--- src/sciu_pkg.sv ---
// sciu_pkg: register map, field positions and reset values of the
// smartcard / uart interface. assumes a 32-bit apb with word offsets.
package sciu_pkg;
  // register byte offsets
  localparam logic [7:0] SCIU_OFS_FRAME = 8'h00;
  localparam logic [7:0] SCIU_OFS_PIN = 8'h04;
  localparam logic [7:0] SCIU_OFS_PROT = 8'h08;
  localparam logic [7:0] SCIU_OFS_IEN = 8'h10;
  localparam logic [7:0] SCIU_OFS_FLAG = 8'h14;
  localparam logic [7:0] SCIU_OFS_RDATA = 8'h18;
  localparam logic [7:0] SCIU_OFS_TDATA = 8'h1C;
  localparam logic [7:0] SCIU_OFS_BAUD = 8'h20;
  localparam logic [7:0] SCIU_OFS_BCMP = 8'h24;
  localparam logic [7:0] SCIU_OFS_RTO = 8'h28;
  localparam logic [7:0] SCIU_OFS_EGT = 8'h2C;
  localparam logic [7:0] SCIU_OFS_T3 = 8'h30;
  localparam logic [7:0] SCIU_OFS_T4 = 8'h34;
  // reset values
  localparam logic [31:0] SCIU_RST_ZERO = 32'h00000000;
  localparam logic [31:0] SCIU_RST_FLAG = 32'h00000004;
  localparam logic [31:0] SCIU_RST_BAUD = 32'h0000FFFF;
  localparam logic [31:0] SCIU_RST_RTO = 32'h0000FFFF;
  // frame_control fields
  localparam int SCIU_B_MODE = 15;
  localparam int SCIU_B_PEN = 14;
  localparam int SCIU_B_PTYPE = 13;
  localparam int SCIU_B_DLEN = 9;
  localparam int SCIU_B_STOP = 7;
  localparam int SCIU_B_OVRS = 4;
  localparam int SCIU_B_TXE = 3;
  localparam int SCIU_B_RXE = 2;
  localparam int SCIU_B_RTOEN = 1;
  localparam int SCIU_B_EN = 0;
  localparam logic [31:0] SCIU_MASK_FRAME = 32'h0000E69F;
  // card_pin_control fields
  localparam int SCIU_B_ACT = 15;
  localparam int SCIU_B_WARM = 14;
  localparam int SCIU_B_DEACT = 13;
  localparam int SCIU_B_INST = 9;
  localparam int SCIU_B_PWRLV = 8;
  localparam int SCIU_B_RSTLV = 7;
  localparam int SCIU_B_DATALV = 6;
  localparam int SCIU_B_CLKLV = 5;
  localparam int SCIU_B_CLKEN = 4;
  localparam logic [31:0] SCIU_MASK_PIN = 32'h0000E1FF;
  // flag_status fields
  localparam int SCIU_B_DOR = 15;
  localparam int SCIU_B_FE = 14;
  localparam int SCIU_B_PE = 13;
  localparam int SCIU_B_RXBUSY = 12;
  localparam int SCIU_B_RTOF = 6;
  localparam int SCIU_B_TXC = 2;
  localparam int SCIU_B_RXC = 0;
  // sample clocks per bit
  localparam logic [4:0] SCIU_OSR16 = 5'h10;
  localparam logic [4:0] SCIU_OSR8 = 5'h08;
endpackage

--- src/sciu_top.sv ---
// sciu_top: smartcard interface with uart mode, apb register slave,
// frame engine, receive time-out and automatic card sequences.
// assumes pins from outside the pclk domain; card data is open-drain.
`timescale 1ns/1ns
module sciu_top (
  // clock and reset
  input wire logic pclk,
  input wire logic presetn,
  // apb slave
  input wire logic psel,
  input wire logic penable,
  input wire logic pwrite,
  input wire logic [7:0] paddr,
  input wire logic [31:0] pwdata,
  output logic [31:0] prdata,
  output logic pready,
  output logic pslverr,
  // smartcard pins
  output logic card_power_out,
  output logic card_reset_out,
  output logic card_clock_out,
  input wire logic card_data_in,
  output logic card_data_out,
  output logic card_data_oe_n,
  input wire logic card_detect_in,
  // uart pins
  output logic uart_tx_out,
  input wire logic uart_rx_in
);
  import sciu_pkg::*;

  typedef enum logic [2:0] {TX_IDLE, TX_START, TX_DATA, TX_PAR, TX_STOP}
    sciu_tx_t;
  typedef enum logic [2:0] {RX_IDLE, RX_START, RX_DATA, RX_PAR, RX_STOP}
    sciu_rx_t;
  typedef enum logic [2:0] {SQ_IDLE, SQ_WAIT_T3, SQ_WAIT_T4, SQ_WARM,
    SQ_DONE} sciu_seq_t;

  // registers
  logic [31:0] frame_ff, pin_ff, prot_ff, ien_ff, rdata_ff, tdata_ff;
  logic [31:0] baud_ff, bcmp_ff, rto_ff, egt_ff, t3_ff, t4_ff;
  logic [15:0] flag_ff;
  logic [31:0] prdata_ff;
  logic pready_ff, pslverr_ff;

  // apb decode
  wire wr_en = psel & penable & pwrite & pready_ff;
  wire setup = psel & ~penable;
  wire a_frame = paddr == SCIU_OFS_FRAME;
  wire a_pin = paddr == SCIU_OFS_PIN;
  wire a_prot = paddr == SCIU_OFS_PROT;
  wire a_ien = paddr == SCIU_OFS_IEN;
  wire a_flag = paddr == SCIU_OFS_FLAG;
  wire a_rdata = paddr == SCIU_OFS_RDATA;
  wire a_tdata = paddr == SCIU_OFS_TDATA;
  wire a_baud = paddr == SCIU_OFS_BAUD;
  wire a_bcmp = paddr == SCIU_OFS_BCMP;
  wire a_rto = paddr == SCIU_OFS_RTO;
  wire a_egt = paddr == SCIU_OFS_EGT;
  wire a_t3 = paddr == SCIU_OFS_T3;
  wire a_t4 = paddr == SCIU_OFS_T4;
  wire a_hit = a_frame | a_pin | a_prot | a_ien | a_flag | a_rdata |
    a_tdata | a_baud | a_bcmp | a_rto | a_egt | a_t3 | a_t4;

  // configuration fields
  wire blk_en = frame_ff[SCIU_B_EN];
  wire uart_mode = frame_ff[SCIU_B_MODE];
  wire par_en = frame_ff[SCIU_B_PEN];
  wire par_even = frame_ff[SCIU_B_PTYPE];
  wire two_stop = frame_ff[SCIU_B_STOP];
  wire tx_on = blk_en & frame_ff[SCIU_B_TXE];
  wire rx_on = blk_en & frame_ff[SCIU_B_RXE];
  wire [3:0] nbits = {2'b00, frame_ff[SCIU_B_DLEN+1:SCIU_B_DLEN]} + 4'h5;
  wire [4:0] osr = frame_ff[SCIU_B_OVRS] ? SCIU_OSR8 : SCIU_OSR16;
  wire [4:0] osr_half = {1'b0, osr[4:1]};

  // pin synchronisers: three stages, change taken when stages 2 and 3 agree
  logic [2:0] rxs_ff, dets_ff;
  logic rx_lvl_ff, det_lvl_ff;
  wire rx_pin = uart_mode ? uart_rx_in : card_data_in;
  always_ff @(posedge pclk or negedge presetn) begin
    if (!presetn) begin
      rxs_ff <= 3'h7;
      dets_ff <= 3'h0;
      rx_lvl_ff <= 1'b1;
      det_lvl_ff <= 1'b0;
    end else begin
      rxs_ff <= {rxs_ff[1:0], rx_pin};
      dets_ff <= {dets_ff[1:0], card_detect_in};
      if (rxs_ff[1] == rxs_ff[2])
        rx_lvl_ff <= rxs_ff[2];
      if (dets_ff[1] == dets_ff[2])
        det_lvl_ff <= dets_ff[2];
    end
  end

  // sample clock divider: one tick every baud_divisor+1 pclks
  logic [15:0] bdiv_ff;
  logic samp_ff;
  logic [4:0] etu_cnt_ff;
  logic etu_ff;
  wire bdiv_wrap = bdiv_ff >= baud_ff[15:0];
  always_ff @(posedge pclk or negedge presetn) begin
    if (!presetn) begin
      bdiv_ff <= 16'h0000;
      samp_ff <= 1'b0;
    end else begin
      bdiv_ff <= (bdiv_wrap | ~blk_en) ? 16'h0000 : bdiv_ff + 16'h0001;
      samp_ff <= bdiv_wrap & blk_en;
    end
  end

  // free-running baud unit for the time-out and card sequences
  wire etu_wrap = samp_ff & (etu_cnt_ff >= osr - 5'h01);
  always_ff @(posedge pclk or negedge presetn) begin
    if (!presetn) begin
      etu_cnt_ff <= 5'h00;
      etu_ff <= 1'b0;
    end else begin
      if (samp_ff)
        etu_cnt_ff <= etu_wrap ? 5'h00 : etu_cnt_ff + 5'h01;
      etu_ff <= etu_wrap;
    end
  end

  // transmitter
  sciu_tx_t tx_st_ff;
  logic [4:0] tx_ph_ff;
  logic [3:0] tx_idx_ff;
  logic [7:0] tx_sh_ff;
  logic tx_bit_ff, tx_par_ff, tx_stop2_ff;
  wire tx_start = wr_en & a_tdata & tx_on & (tx_st_ff == TX_IDLE);
  wire tx_bit_end = samp_ff & (tx_ph_ff == osr - 5'h01);
  wire tx_done = tx_bit_end & (tx_st_ff == TX_STOP) &
    ~(two_stop & ~tx_stop2_ff);
  always_ff @(posedge pclk or negedge presetn) begin
    if (!presetn) begin
      tx_st_ff <= TX_IDLE;
      tx_ph_ff <= 5'h00;
      tx_idx_ff <= 4'h0;
      tx_sh_ff <= 8'h00;
      tx_bit_ff <= 1'b1;
      tx_par_ff <= 1'b0;
      tx_stop2_ff <= 1'b0;
    end else if (!tx_on) begin
      tx_st_ff <= TX_IDLE;
      tx_bit_ff <= 1'b1;
      tx_ph_ff <= 5'h00;
    end else if (tx_start) begin
      tx_st_ff <= TX_START;
      tx_bit_ff <= 1'b0;
      tx_ph_ff <= 5'h00;
      tx_sh_ff <= pwdata[7:0];
      tx_idx_ff <= 4'h0;
      tx_stop2_ff <= 1'b0;
      // odd parity makes the count of ones odd
      tx_par_ff <= ~par_even ^ (^(pwdata[7:0] &
        ~(8'hFF << nbits)));
    end else if (samp_ff && tx_st_ff != TX_IDLE) begin
      tx_ph_ff <= tx_bit_end ? 5'h00 : tx_ph_ff + 5'h01;
      if (tx_bit_end) begin
        unique case (tx_st_ff)
          TX_START, TX_DATA: begin
            if (tx_st_ff == TX_DATA && tx_idx_ff == nbits - 4'h1) begin
              tx_st_ff <= par_en ? TX_PAR : TX_STOP;
              tx_bit_ff <= par_en ? tx_par_ff : 1'b1;
            end else begin
              tx_st_ff <= TX_DATA;
              tx_bit_ff <= tx_sh_ff[0];
              tx_sh_ff <= {1'b0, tx_sh_ff[7:1]};
              if (tx_st_ff == TX_DATA)
                tx_idx_ff <= tx_idx_ff + 4'h1;
            end
          end
          TX_PAR: begin
            tx_st_ff <= TX_STOP;
            tx_bit_ff <= 1'b1;
          end
          TX_STOP: begin
            if (two_stop && !tx_stop2_ff)
              tx_stop2_ff <= 1'b1;
            else
              tx_st_ff <= TX_IDLE;
          end
          TX_IDLE: tx_st_ff <= TX_IDLE;
        endcase
      end
    end
  end

  // receiver
  sciu_rx_t rx_st_ff;
  logic [4:0] rx_ph_ff;
  logic [3:0] rx_idx_ff;
  logic [7:0] rx_sh_ff;
  logic rx_par_ff, rx_prev_ff;
  wire rx_fall = rx_prev_ff & ~rx_lvl_ff;
  wire rx_go = rx_on & (rx_st_ff == RX_IDLE) & rx_fall;
  wire rx_mid = samp_ff & (rx_ph_ff == osr_half);
  wire rx_wrap = samp_ff & (rx_ph_ff == osr - 5'h01);
  wire rx_last = rx_idx_ff == nbits - 4'h1;
  wire rx_end = rx_mid & (rx_st_ff == RX_STOP);
  wire par_bad = par_en & (rx_par_ff ^ ~par_even);
  always_ff @(posedge pclk or negedge presetn) begin
    if (!presetn) begin
      rx_st_ff <= RX_IDLE;
      rx_ph_ff <= 5'h00;
      rx_idx_ff <= 4'h0;
      rx_sh_ff <= 8'h00;
      rx_par_ff <= 1'b0;
      rx_prev_ff <= 1'b1;
    end else begin
      rx_prev_ff <= rx_lvl_ff;
      if (!rx_on) begin
        rx_st_ff <= RX_IDLE;
        rx_ph_ff <= 5'h00;
      end else if (rx_go) begin
        rx_st_ff <= RX_START;
        rx_ph_ff <= 5'h00;
        rx_idx_ff <= 4'h0;
        rx_sh_ff <= 8'h00;
        rx_par_ff <= 1'b0;
      end else if (samp_ff && rx_st_ff != RX_IDLE) begin
        rx_ph_ff <= rx_wrap ? 5'h00 : rx_ph_ff + 5'h01;
        if (rx_mid) begin
          rx_par_ff <= rx_par_ff ^ (rx_st_ff != RX_START && rx_lvl_ff);
          unique case (rx_st_ff)
            // a start that is high mid-bit was a glitch
            RX_START: rx_st_ff <= rx_lvl_ff ? RX_IDLE : RX_DATA;
            RX_DATA: begin
              rx_sh_ff[rx_idx_ff[2:0]] <= rx_lvl_ff;
              rx_idx_ff <= rx_idx_ff + 4'h1;
              if (rx_last)
                rx_st_ff <= par_en ? RX_PAR : RX_STOP;
            end
            RX_PAR: rx_st_ff <= RX_STOP;
            RX_STOP: rx_st_ff <= RX_IDLE;
            RX_IDLE: rx_st_ff <= RX_IDLE;
          endcase
        end
      end
    end
  end

  // receive time-out: reload at each start bit, count in baud units
  logic [15:0] rto_cnt_ff;
  logic rto_run_ff;
  wire rto_under = etu_ff & rto_run_ff & (rto_cnt_ff == 16'h0000);
  always_ff @(posedge pclk or negedge presetn) begin
    if (!presetn) begin
      rto_cnt_ff <= 16'h0000;
      rto_run_ff <= 1'b0;
    end else if (!blk_en || !frame_ff[SCIU_B_RTOEN]) begin
      rto_run_ff <= 1'b0;
    end else if (rx_go) begin
      rto_cnt_ff <= rto_ff[15:0];
      rto_run_ff <= 1'b1;
    end else if (rto_under) begin
      rto_run_ff <= 1'b0;
    end else if (etu_ff && rto_run_ff) begin
      rto_cnt_ff <= rto_cnt_ff - 16'h0001;
    end
  end

  // automatic card sequences; activate timed in baud units by t3 then t4 registers, warm reset by t3 alone, deactivate untimed
  sciu_seq_t sq_ff;
  logic [15:0] sq_cnt_ff;
  wire sq_req = pin_ff[SCIU_B_ACT] | pin_ff[SCIU_B_WARM] |
    pin_ff[SCIU_B_DEACT];
  wire sq_exp = etu_ff & (sq_cnt_ff == 16'h0000);
  always_ff @(posedge pclk or negedge presetn) begin
    if (!presetn) begin
      sq_ff <= SQ_IDLE;
      sq_cnt_ff <= 16'h0000;
    end else if (!blk_en || uart_mode) begin
      sq_ff <= SQ_IDLE;
    end else begin
      if (etu_ff && sq_cnt_ff != 16'h0000)
        sq_cnt_ff <= sq_cnt_ff - 16'h0001;
      unique case (sq_ff)
        SQ_IDLE: if (sq_req) begin
          sq_cnt_ff <= t3_ff[15:0];
          sq_ff <= pin_ff[SCIU_B_DEACT] ? SQ_DONE :
            pin_ff[SCIU_B_WARM] ? SQ_WARM : SQ_WAIT_T3;
        end
        SQ_WAIT_T3: if (sq_exp) begin
          sq_cnt_ff <= t4_ff[15:0];
          sq_ff <= SQ_WAIT_T4;
        end
        SQ_WAIT_T4: if (sq_exp)
          sq_ff <= SQ_DONE;
        SQ_WARM: if (sq_exp)
          sq_ff <= SQ_DONE;
        SQ_DONE: sq_ff <= SQ_IDLE;
      endcase
    end
  end
  wire sq_fin = sq_ff == SQ_DONE;
  wire sq_act = pin_ff[SCIU_B_ACT];

  // card clock divider: half period of clkg pclks, at least one
  logic [3:0] cdiv_ff;
  logic cclk_ff;
  wire [3:0] cdiv_top = (pin_ff[3:0] == 4'h0) ? 4'h0 : pin_ff[3:0] - 4'h1;
  wire clk_run = pin_ff[SCIU_B_CLKEN] & ~uart_mode;
  always_ff @(posedge pclk or negedge presetn) begin
    if (!presetn) begin
      cdiv_ff <= 4'h0;
      cclk_ff <= 1'b0;
    end else if (!clk_run) begin
      cdiv_ff <= 4'h0;
      cclk_ff <= pin_ff[SCIU_B_CLKLV];
    end else begin
      cdiv_ff <= (cdiv_ff >= cdiv_top) ? 4'h0 : cdiv_ff + 4'h1;
      if (cdiv_ff >= cdiv_top)
        cclk_ff <= ~cclk_ff;
    end
  end

  // register writes; hardware updates of the pin levels during sequences
  always_ff @(posedge pclk or negedge presetn) begin
    if (!presetn) begin
      frame_ff <= SCIU_RST_ZERO;
      pin_ff <= SCIU_RST_ZERO;
      prot_ff <= SCIU_RST_ZERO;
      ien_ff <= SCIU_RST_ZERO;
      tdata_ff <= SCIU_RST_ZERO;
      baud_ff <= SCIU_RST_BAUD;
      bcmp_ff <= SCIU_RST_ZERO;
      rto_ff <= SCIU_RST_RTO;
      egt_ff <= SCIU_RST_ZERO;
      t3_ff <= SCIU_RST_ZERO;
      t4_ff <= SCIU_RST_ZERO;
    end else begin
      if (wr_en && a_frame) frame_ff <= pwdata & SCIU_MASK_FRAME;
      if (wr_en && a_prot) prot_ff <= pwdata;
      if (wr_en && a_ien) ien_ff <= pwdata;
      if (wr_en && a_tdata) tdata_ff <= {24'h000000, pwdata[7:0]};
      if (wr_en && a_baud) baud_ff <= {16'h0000, pwdata[15:0]};
      if (wr_en && a_bcmp) bcmp_ff <= pwdata;
      if (wr_en && a_rto) rto_ff <= {16'h0000, pwdata[15:0]};
      if (wr_en && a_egt) egt_ff <= pwdata;
      if (wr_en && a_t3) t3_ff <= pwdata;
      if (wr_en && a_t4) t4_ff <= pwdata;
      if (wr_en && a_pin)
        pin_ff <= pwdata & SCIU_MASK_PIN & ~(32'h1 << SCIU_B_INST);
      else if (sq_ff == SQ_IDLE && sq_req && sq_act)
        pin_ff[SCIU_B_PWRLV] <= 1'b1;
      else if (sq_ff == SQ_IDLE && sq_req) begin
        pin_ff[SCIU_B_RSTLV] <= 1'b0;
        if (pin_ff[SCIU_B_DEACT]) begin
          pin_ff[SCIU_B_CLKEN] <= 1'b0;
          pin_ff[SCIU_B_PWRLV] <= 1'b0;
        end
      end else if (sq_ff == SQ_WAIT_T3 && sq_exp) begin
        pin_ff[SCIU_B_CLKEN] <= 1'b1;
        pin_ff[SCIU_B_DATALV] <= 1'b1;
      end else if (sq_fin) begin
        if (!pin_ff[SCIU_B_DEACT])
          pin_ff[SCIU_B_RSTLV] <= 1'b1;
        pin_ff[SCIU_B_ACT] <= 1'b0;
        pin_ff[SCIU_B_WARM] <= 1'b0;
        pin_ff[SCIU_B_DEACT] <= 1'b0;
      end
    end
  end

  // status flags: hardware set wins over write-one clear
  logic [15:0] nxt_flag;
  wire [15:0] flag_clr = (wr_en & a_flag) ? pwdata[15:0] : 16'h0000;
  always_comb begin
    nxt_flag = flag_ff & ~flag_clr;
    if (tx_start) nxt_flag[SCIU_B_TXC] = 1'b0;
    if (tx_done) nxt_flag[SCIU_B_TXC] = 1'b1;
    if (rto_under) nxt_flag[SCIU_B_RTOF] = 1'b1;
    if (rx_end) begin
      nxt_flag[SCIU_B_RXC] = 1'b1;
      if (flag_ff[SCIU_B_RXC]) nxt_flag[SCIU_B_DOR] = 1'b1;
      if (!rx_lvl_ff) nxt_flag[SCIU_B_FE] = 1'b1;
      if (par_bad) nxt_flag[SCIU_B_PE] = 1'b1;
    end
    nxt_flag[SCIU_B_RXBUSY] = rx_st_ff != RX_IDLE;
    if (!blk_en) nxt_flag = SCIU_RST_FLAG[15:0];
  end
  always_ff @(posedge pclk or negedge presetn) begin
    if (!presetn) begin
      flag_ff <= SCIU_RST_FLAG[15:0];
      rdata_ff <= SCIU_RST_ZERO;
    end else begin
      flag_ff <= nxt_flag;
      if (rx_end)
        rdata_ff <= {24'h000000, rx_sh_ff};
    end
  end

  // read mux; a data read leaves the receive flag set, it clears only by write-one or block disable
  wire [31:0] rd_mux = a_frame ? frame_ff :
    a_pin ? (pin_ff | ({31'h0, det_lvl_ff} << SCIU_B_INST)) :
    a_prot ? prot_ff : a_ien ? ien_ff :
    a_flag ? {16'h0000, flag_ff} : a_rdata ? rdata_ff :
    a_tdata ? tdata_ff : a_baud ? baud_ff : a_bcmp ? bcmp_ff :
    a_rto ? rto_ff : a_egt ? egt_ff : a_t3 ? t3_ff :
    a_t4 ? t4_ff : 32'h00000000;

  // apb answer: one wait-free access phase, error on unmapped address
  always_ff @(posedge pclk or negedge presetn) begin
    if (!presetn) begin
      prdata_ff <= 32'h00000000;
      pready_ff <= 1'b0;
      pslverr_ff <= 1'b0;
    end else begin
      pready_ff <= setup;
      pslverr_ff <= setup & ~a_hit;
      if (setup && !pwrite)
        prdata_ff <= rd_mux;
    end
  end

  // pin drivers from flops
  logic pwr_ff, rst_ff, dat_oe_n_ff, utx_ff;
  wire tx_low = (tx_st_ff != TX_IDLE) & ~tx_bit_ff;
  always_ff @(posedge pclk or negedge presetn) begin
    if (!presetn) begin
      pwr_ff <= 1'b0;
      rst_ff <= 1'b0;
      dat_oe_n_ff <= 1'b0;
      utx_ff <= 1'b1;
    end else begin
      pwr_ff <= ~uart_mode & pin_ff[SCIU_B_PWRLV];
      rst_ff <= ~uart_mode & pin_ff[SCIU_B_RSTLV];
      // open drain: pull low for a zero bit or a low level setting
      dat_oe_n_ff <= uart_mode | ~(tx_low | ~pin_ff[SCIU_B_DATALV]);
      utx_ff <= ~(uart_mode & tx_low);
    end
  end

  assign prdata = prdata_ff;
  assign pready = pready_ff;
  assign pslverr = pslverr_ff;
  assign card_power_out = pwr_ff;
  assign card_reset_out = rst_ff;
  assign card_clock_out = cclk_ff;
  assign card_data_out = 1'b0;
  assign card_data_oe_n = dat_oe_n_ff;
  assign uart_tx_out = utx_ff;
endmodule

--- config.mk ---
export PLATFORM = sky130hd
export DESIGN_NAME = sciu_top
export DESIGN_NICKNAME = d
export VERILOG_FILES = /design/src/sciu_pkg.sv /design/src/sciu_top.sv
export SDC_FILE = /design/constraint.sdc
export NUM_CORES = 1
export LEC_CHECK = 0
export ABC_AREA = 1
export BUFFER_PORTS_ARGS = -buffer_cell sky130_fd_sc_hd__buf_4
export CAP_MARGIN = 20
export CORE_MARGIN = 10
export CORE_UTILIZATION = 64
export CTS_BUF_LIST = sky130_fd_sc_hd__clkbuf_4
export CTS_CLUSTER_SIZE = 28
export DETAILED_ROUTE_END_ITERATION = 6
export PLACE_DENSITY = 0.85
export REMOVE_ABC_BUFFERS = 1
export SYNTH_ARGS = -nofsm -noshare
export SYNTH_HDL_FRONTEND = slang
export SYNTH_SLANG_ARGS = --single-unit
--- constraint.sdc ---
create_clock -name pclk -period 2.5 [get_ports pclk]
set_clock_uncertainty 0.2 [all_clocks]
set_input_delay 0.5 -clock pclk [delete_from_list [all_inputs] [get_ports pclk]]
set_output_delay 0.5 -clock pclk [all_outputs]
set_load 0.005 [all_outputs]
# Word level (Yosys, flattened, before mapping)
# Index checks and enable logic that the tools add are counted.
word_totals:
  latchBits: 0
  register_bits: 434
  output_inout_bits: 40
  mem_count: 0
  wordCells: 397
  rom_bits: 0
  ramBits: 0
op_classes:
  bitwise_logic: 71
  mux: 128
  reduce_logical: 76
  multipliers: 0
  n_eq_ne: 51
  magnitude_cmp: 5
  div: 0
  n_shift: 1
  add_sub_neg: 13
ops:
  columns: ["cell", "n"]
  rows:
  - ["32-bit 2-to-1 mux", 13]
  - ["16-bit 2-to-1 mux", 9]
  - ["3-bit 2-to-1 mux", 24]
  - ["8-bit 2-to-1 mux", 9]
  - ["4-bit 2-to-1 mux", 13]
  - ["5-bit 2-to-1 mux", 10]
  - ["8-bit by 6-bit == test with 1-bit output (second input constant)", 6]
  - ["1-bit 2-to-1 mux", 40]
  - ["3-bit one-hot mux with 4 select lines", 3]
  - ["1-bit AND", 32]
  - ["8-bit by 5-bit == test with 1-bit output (second input constant)", 4]
  - ["16-bit zero test", 2]
  - ["16-bit one-hot mux with 2 select lines", 1]
  - ["16-bit by 1-bit subtractor with 16-bit output (second input constant)", 2]
  - ["3-bit AND reduction", 8]
  - ["2-bit nonzero test", 12]
  - ["1-bit logical AND", 23]
  - ["3-bit by 1-bit inequality test with 1-bit output (second input constant)", 7]
  - ["3-bit nonzero test", 7]
  - ["3-bit by 2-bit == test with 1-bit output (second input constant)", 6]
  - ["1-bit bitwise OR", 17]
  - ["16-bit by 1-bit adder with 16-bit output (second input constant)", 1]
  - ["16-bit AND", 1]
  - ["16-bit greater-or-equal comparator", 1]
  - ["45 further kinds", 94]

# Logic depth before layout (Yosys ltp)
logic_depth:
  depth_word: 15
  mapped_depth: 14

# Least setup slack after synthesis
# OpenSTA, ideal clock, no wires.
synth_path:
  kind: "flip-flop to flip-flop"
  from: "register frame_ff[9]"
  to: "register tx_sh_ff[6]"
  slack_ns: 0.255
  stages_incl_launch_ff: 11
  t_arrival_ns: 1.927
  setup_time_ns: 0.118
  path_buffers: 1
  cell_sequence: "dfrtp_1 inv_1 ha_1 xnor2_1 xor2_1 nand3_1 nand3_1 nand2_4 buf_12 mux2i_1 inv_1"
synth_between:
  elab_chain_len: 6
synth_lines:
  columns: ["item", "line", "text"]
  rows:
  - ["start, declared", "sciu_top.sv:40", "logic [31:0] frame_ff, pin_ff, prot_ff, ien_ff, rdata_ff, tdata_ff;"]
  - ["start signal, assigned", "sciu_top.sv:335", "if (wr_en && a_frame) frame_ff <= pwdata & SCIU_MASK_FRAME;"]
  - ["2-bit by 3-bit adder with 4-bit output", "sciu_top.sv:73", "wire [3:0] nbits = {2'b00, frame_ff[SCIU_B_DLEN+1:SCIU_B_DLEN]} + 4'h5;"]
  - ["4-bit by 1-bit subtractor with 4-bit output", "sciu_top.sv:164", "if (tx_st_ff == TX_DATA && tx_idx_ff == nbits - 4'h1) begin"]
  - ["4-bit == test", "sciu_top.sv:164", null]
  - ["1-bit logical AND", "sciu_top.sv:164", null]
  - ["2-bit inequality test (no source line)", null, null]
  - ["5-bit AND reduction (no source line)", null, null]
  - ["end signal, assigned", "sciu_top.sv:153", "tx_sh_ff <= pwdata[7:0];"]
  - ["end signal, assigned", "sciu_top.sv:170", "tx_sh_ff <= {1'b0, tx_sh_ff[7:1]};"]
  - ["end, declared", "sciu_top.sv:130", "logic [7:0] tx_sh_ff;"]
# No other way between the ends.
# A chain may end at the register's enable or synchronous reset.

# Final worst setup path
layout_path:
  from: "register baud_ff[15]"
  to: "register bdiv_ff[12]"
layout_between:
  elab_chain_len: 3
layout_lines:
  columns: ["item", "line", "text"]
  rows:
  - ["start, declared", "sciu_top.sv:41", "logic [31:0] baud_ff, bcmp_ff, rto_ff, egt_ff, t3_ff, t4_ff;"]
  - ["start signal, assigned", "sciu_top.sv:339", "if (wr_en && a_baud) baud_ff <= {16'h0000, pwdata[15:0]};"]
  - ["16-bit greater-or-equal comparator", "sciu_top.sv:102", "wire bdiv_wrap = bdiv_ff >= baud_ff[15:0];"]
  - ["1-bit bitwise OR", "sciu_top.sv:108", "bdiv_ff <= (bdiv_wrap | ~blk_en) ? 16'h0000 : bdiv_ff + 16'h0001;"]
  - ["16-bit 2-to-1 mux", "sciu_top.sv:108", null]
  - ["end signal, assigned", "sciu_top.sv:108", null]
  - ["end, declared", "sciu_top.sv:98", "logic [15:0] bdiv_ff;"]
# No other way between the ends.

==> reports/qor.yml <==
outcome:
  status: "finished clean"
critical_path:
  path_cells: "inv_1, ha_1, nand2_1, inv_1, nand3_1, nor3_1, nand3_1, nand4_1, buf_4, nor2_1"
  path_delay_family: "simple AND/OR/NAND/NOR gates"
  regToRegEndpoint: "bdiv_ff[12]"
  worstPathMaxFanout: 16
  endpoint_kind: "register"
  crit_buf_inv: 3
  critPathSlowestCell: "dfstp_2"
  cp.required_ns: 2.99
  path_class: "register to register"
  cpPeakStageDelay_ns: 0.53
  r2r_cells: 10
  crit_path_start: "baud_ff[15]"
  r2r_slack_ns: 0.09
  r2r_start: "baud_ff[15]"
  start_kind: "register"
  cp.arrival_ns: 2.90
sta:
  slew_violations: 0
  finalCritPeriodShare_pct: 96.6
  setup_viol: 0
  hold_violations: 0
  rsz0062_at_grt: "no"
  period_minus_slack_ns: 2.41
  worstMarginPinSlew_ns: 0.928
  max_freq_ghz: 0.414
  max_slew_margin_pct: 37.9
die:
  fp-row-count: 66
  die_w_um: 202
  die_y_um: 202
  die_area_sq_um: 40800
  io_pins: 88
  core-area_sq_um: 32600
  initial_core_util_pct: 64.9
synthesis:
  synth_cell_type_count: 59
  syn_inst: 2620
  syn_area_per_cell_sq_um: 8.08
  ys_seq_elements: 434
  synth_area_leaders: "dfrtp_1 47%, nand2_1 13%, o21ai_0 8.3%, dfstp_2 5.0%, inv_1 4.3%"
  yosys.area.top_type: "dfrtp_1"
  yosysSeqAreaShare_pct: 51.5
  synth.most_common_cell: "nand2_1"
  synth_common_cells: "760 x nand2_1, 394 x dfrtp_1, 352 x o21ai_0"
  syn_area_sq_um: 21200
  synth_top_area_share_pct: 46.5
  yosysWarnings: 0
  synth_edf_count: 0
  synth_ff_type: "dfrtp_1"
  async_flop_share_pct: 100
place:
  dp.cells: 3121
  dp_hpwl_um: 42700
  globalplace.congestion: 0.959
  port_buffers: 86
global_routing:
  grt_pass1_vias: 19600
  track_usage_pct: 30.4
  grt_pass1_wl_um: 101000
  grt_max_degree: 93
  antenna_found_initial: 2
  grt-ovfl-total: 0
hold_path:
  holdPathStages: 3
  hold_end: "bcmp_ff[14]"
  min_from: "pwdata[14]"
  min_path_type: "input pin to register"
detailed_routing:
  wl_um: 63000
  via_per_inst: 5.92
  wl_met3_um: 6230
  antenna_left: 0
  met1Wirelength_um: 24600
  met2WireLength_um: 29600
  vias: 19900
  top_layer_used: "met5"
  drt_iter0_drc: 2383
  post_drt_wl_per_cell_um: 18.7
  drc: 0
  drtPass1Iterations: 6
clocking:
  numCtsBuffers: 108
  htreeDepth: 3
  clkLatencyLatePin_ns: 0.85
  cts-root-buf: "clkbuf_4"
  cts_tree: "done"
  clock_sinks: 434
  clock_path_buffers: 3
  cts.clk_slew.worst_paths_ns: 0.07
flow_run:
  drv_cap: 0
power_and_ir_drop:
  p_switching_uw: 3630
  power_leakage_uw: 0.0120
  p_seq_share_pct: 50.0
  vdd_drop_max_mv: 0.535
  p_clk_share_pct: 44.0
  finalPower_uw: 14400
  power_frac_comb_pct: 6.0
  power.internal_uw: 10700
  p_per_area_nw_per_um2: 582
  swShare_pct: 25.3
layout:
  drive_gt1_share_pct: 15.9
  synthToLayoutAreaGrowth_pct: 16.5
  fin_cells: 3367
  fin_util_pct: 75.7
  fin_nets: 2913
-- cells in the final DEF (no fill, tap or decap), types with 4 or more instances in the layout --
cell type and count:
inv_1 244, o211ai_1 23, o22ai_1 12, dfrtp_1 393
mux2i_1 7, buf_4 164, o21ai_0 352, dlygate4sd3_1 37
a22oi_1 9, nand3_1 67, buf_12 14, inv_2 10
nor4_1 4, nor2_2 15, xor2_1 35, inv_4 4
nand2_1 757, nand2_2 8, nand4_1 26, clkbuf_4 178
clkinv_1 19, ha_1 35, o21ai_1 29, nor3_1 34
xnor2_1 8, a211oi_1 10, or2_2 9, o31ai_1 5
a221oi_1 23, nor2_1 189, dfstp_2 40, a21oi_1 112
-- cells by family (layout without fill, tap and decap cells) --
group	after synthesis	count (layout)	synth area share (%)
mux	7	7	0.331
compound gates	595	595	15.4
other cells	1	2	0.0177
xor+xnor	44	44	1.82
buf+inv	374	677	6.89
simple gates	1128	1129	21.8
fa+ha+maj	37	37	2.16
flops	434	434	51.5
-- worst reg2reg max path, delay by kind of cell, from the launching register on --
family	cells	cell delay, ns
flip-flops	1	0.53
buffers and inverters	3	0.38
adder cells (fa/ha/maj)	1	0.33
AND/OR/NAND/NOR	6	0.84
-- power by group through the flow --
| stage | Sequential, uW | Combinational, uW | Clock [uW] |
|---|---|---|---|
| 3_3_place_gp | 7300 | 774 | 0 |
| 5_1_grt | 7180 | 952 | 6770 |
| 2_1_floorplan | 7280 | 360 | 0 |
| 6_report | 7180 | 867 | 6320 |
| 4_1_cts | 7170 | 847 | 6360 |
| 3_5_place_dp | 7300 | 794 | 0 |
-- per-stage QoR --
stage          worst slack (ns)  TNS, ns  cell area (sq um)  hold WS, ns
4_1_cts                  0.0403        0              24600       0.0283
3_3_place_gp            -0.0976   -0.148              22800        0.133
2_1_floorplan             -1.21  -120.06              20700      0.00441
6_report                 0.0850        0              24700       0.0891
5_1_grt                  0.0108        0              24700       0.0481
3_5_place_dp            -0.0971   -0.328              22800        0.137
-- how the worst max path moves through the flow --
stage	depth (start not counted)	endpoint
3_5_place_dp	15	prdata[15]
6_report	10	bdiv_ff[12]
5_1_grt	10	bdiv_ff[12]
4_1_cts	10	tx_idx_ff[2]
3_3_place_gp	15	prdata[15]
2_1_floorplan	5	ien_ff[0]
-- layer usage --
metal	vias to the layer above	GRT usage, %
li1	9039	-
met5	-	0
met2	1157	48.4
met3	216	7.68
met4	2	14.7
met1	9502	38.3
-- area by class of cell --
class,instances,area [sq um]
Inverter,257,975
Sequential cell,434,10900
Tap cell,442,553
Fill cell,2242,7930
Multi-Input combinational cell,1813,8860
Clock inverter,26,146
Antenna cell,1,2.50
Clock buffer,178,1340
Timing Repair Buffer,216,1900
-- timing repair --
action	4_1_cts	5_1_grt
hold buffers	37	0
pin swaps	0	2
setup endpoints to repair	4	42
setup buffers	0	3
endpoints found under the hold margin	562	0
gates resized for setup	1	10
cloned	0	1
-- flip-flops by register name (all words and copies together), names as in the netlist, 8 cells and up --
signal / count
ien_ff: 32
t3_ff: 32
t4_ff: 32
bcmp_ff: 32
baud_ff: 16
prot_ff: 32
frame_ff: 11
sq_cnt_ff: 16
egt_ff: 32
bdiv_ff: 16
rdata_ff: 8
rx_sh_ff: 8
tx_sh_ff: 8
rto_ff: 16
tdata_ff: 8
prdata: 32
rto_cnt_ff: 16
pin_ff: 12
flag_ff: 16
Power figures use the tool's default switching activity.
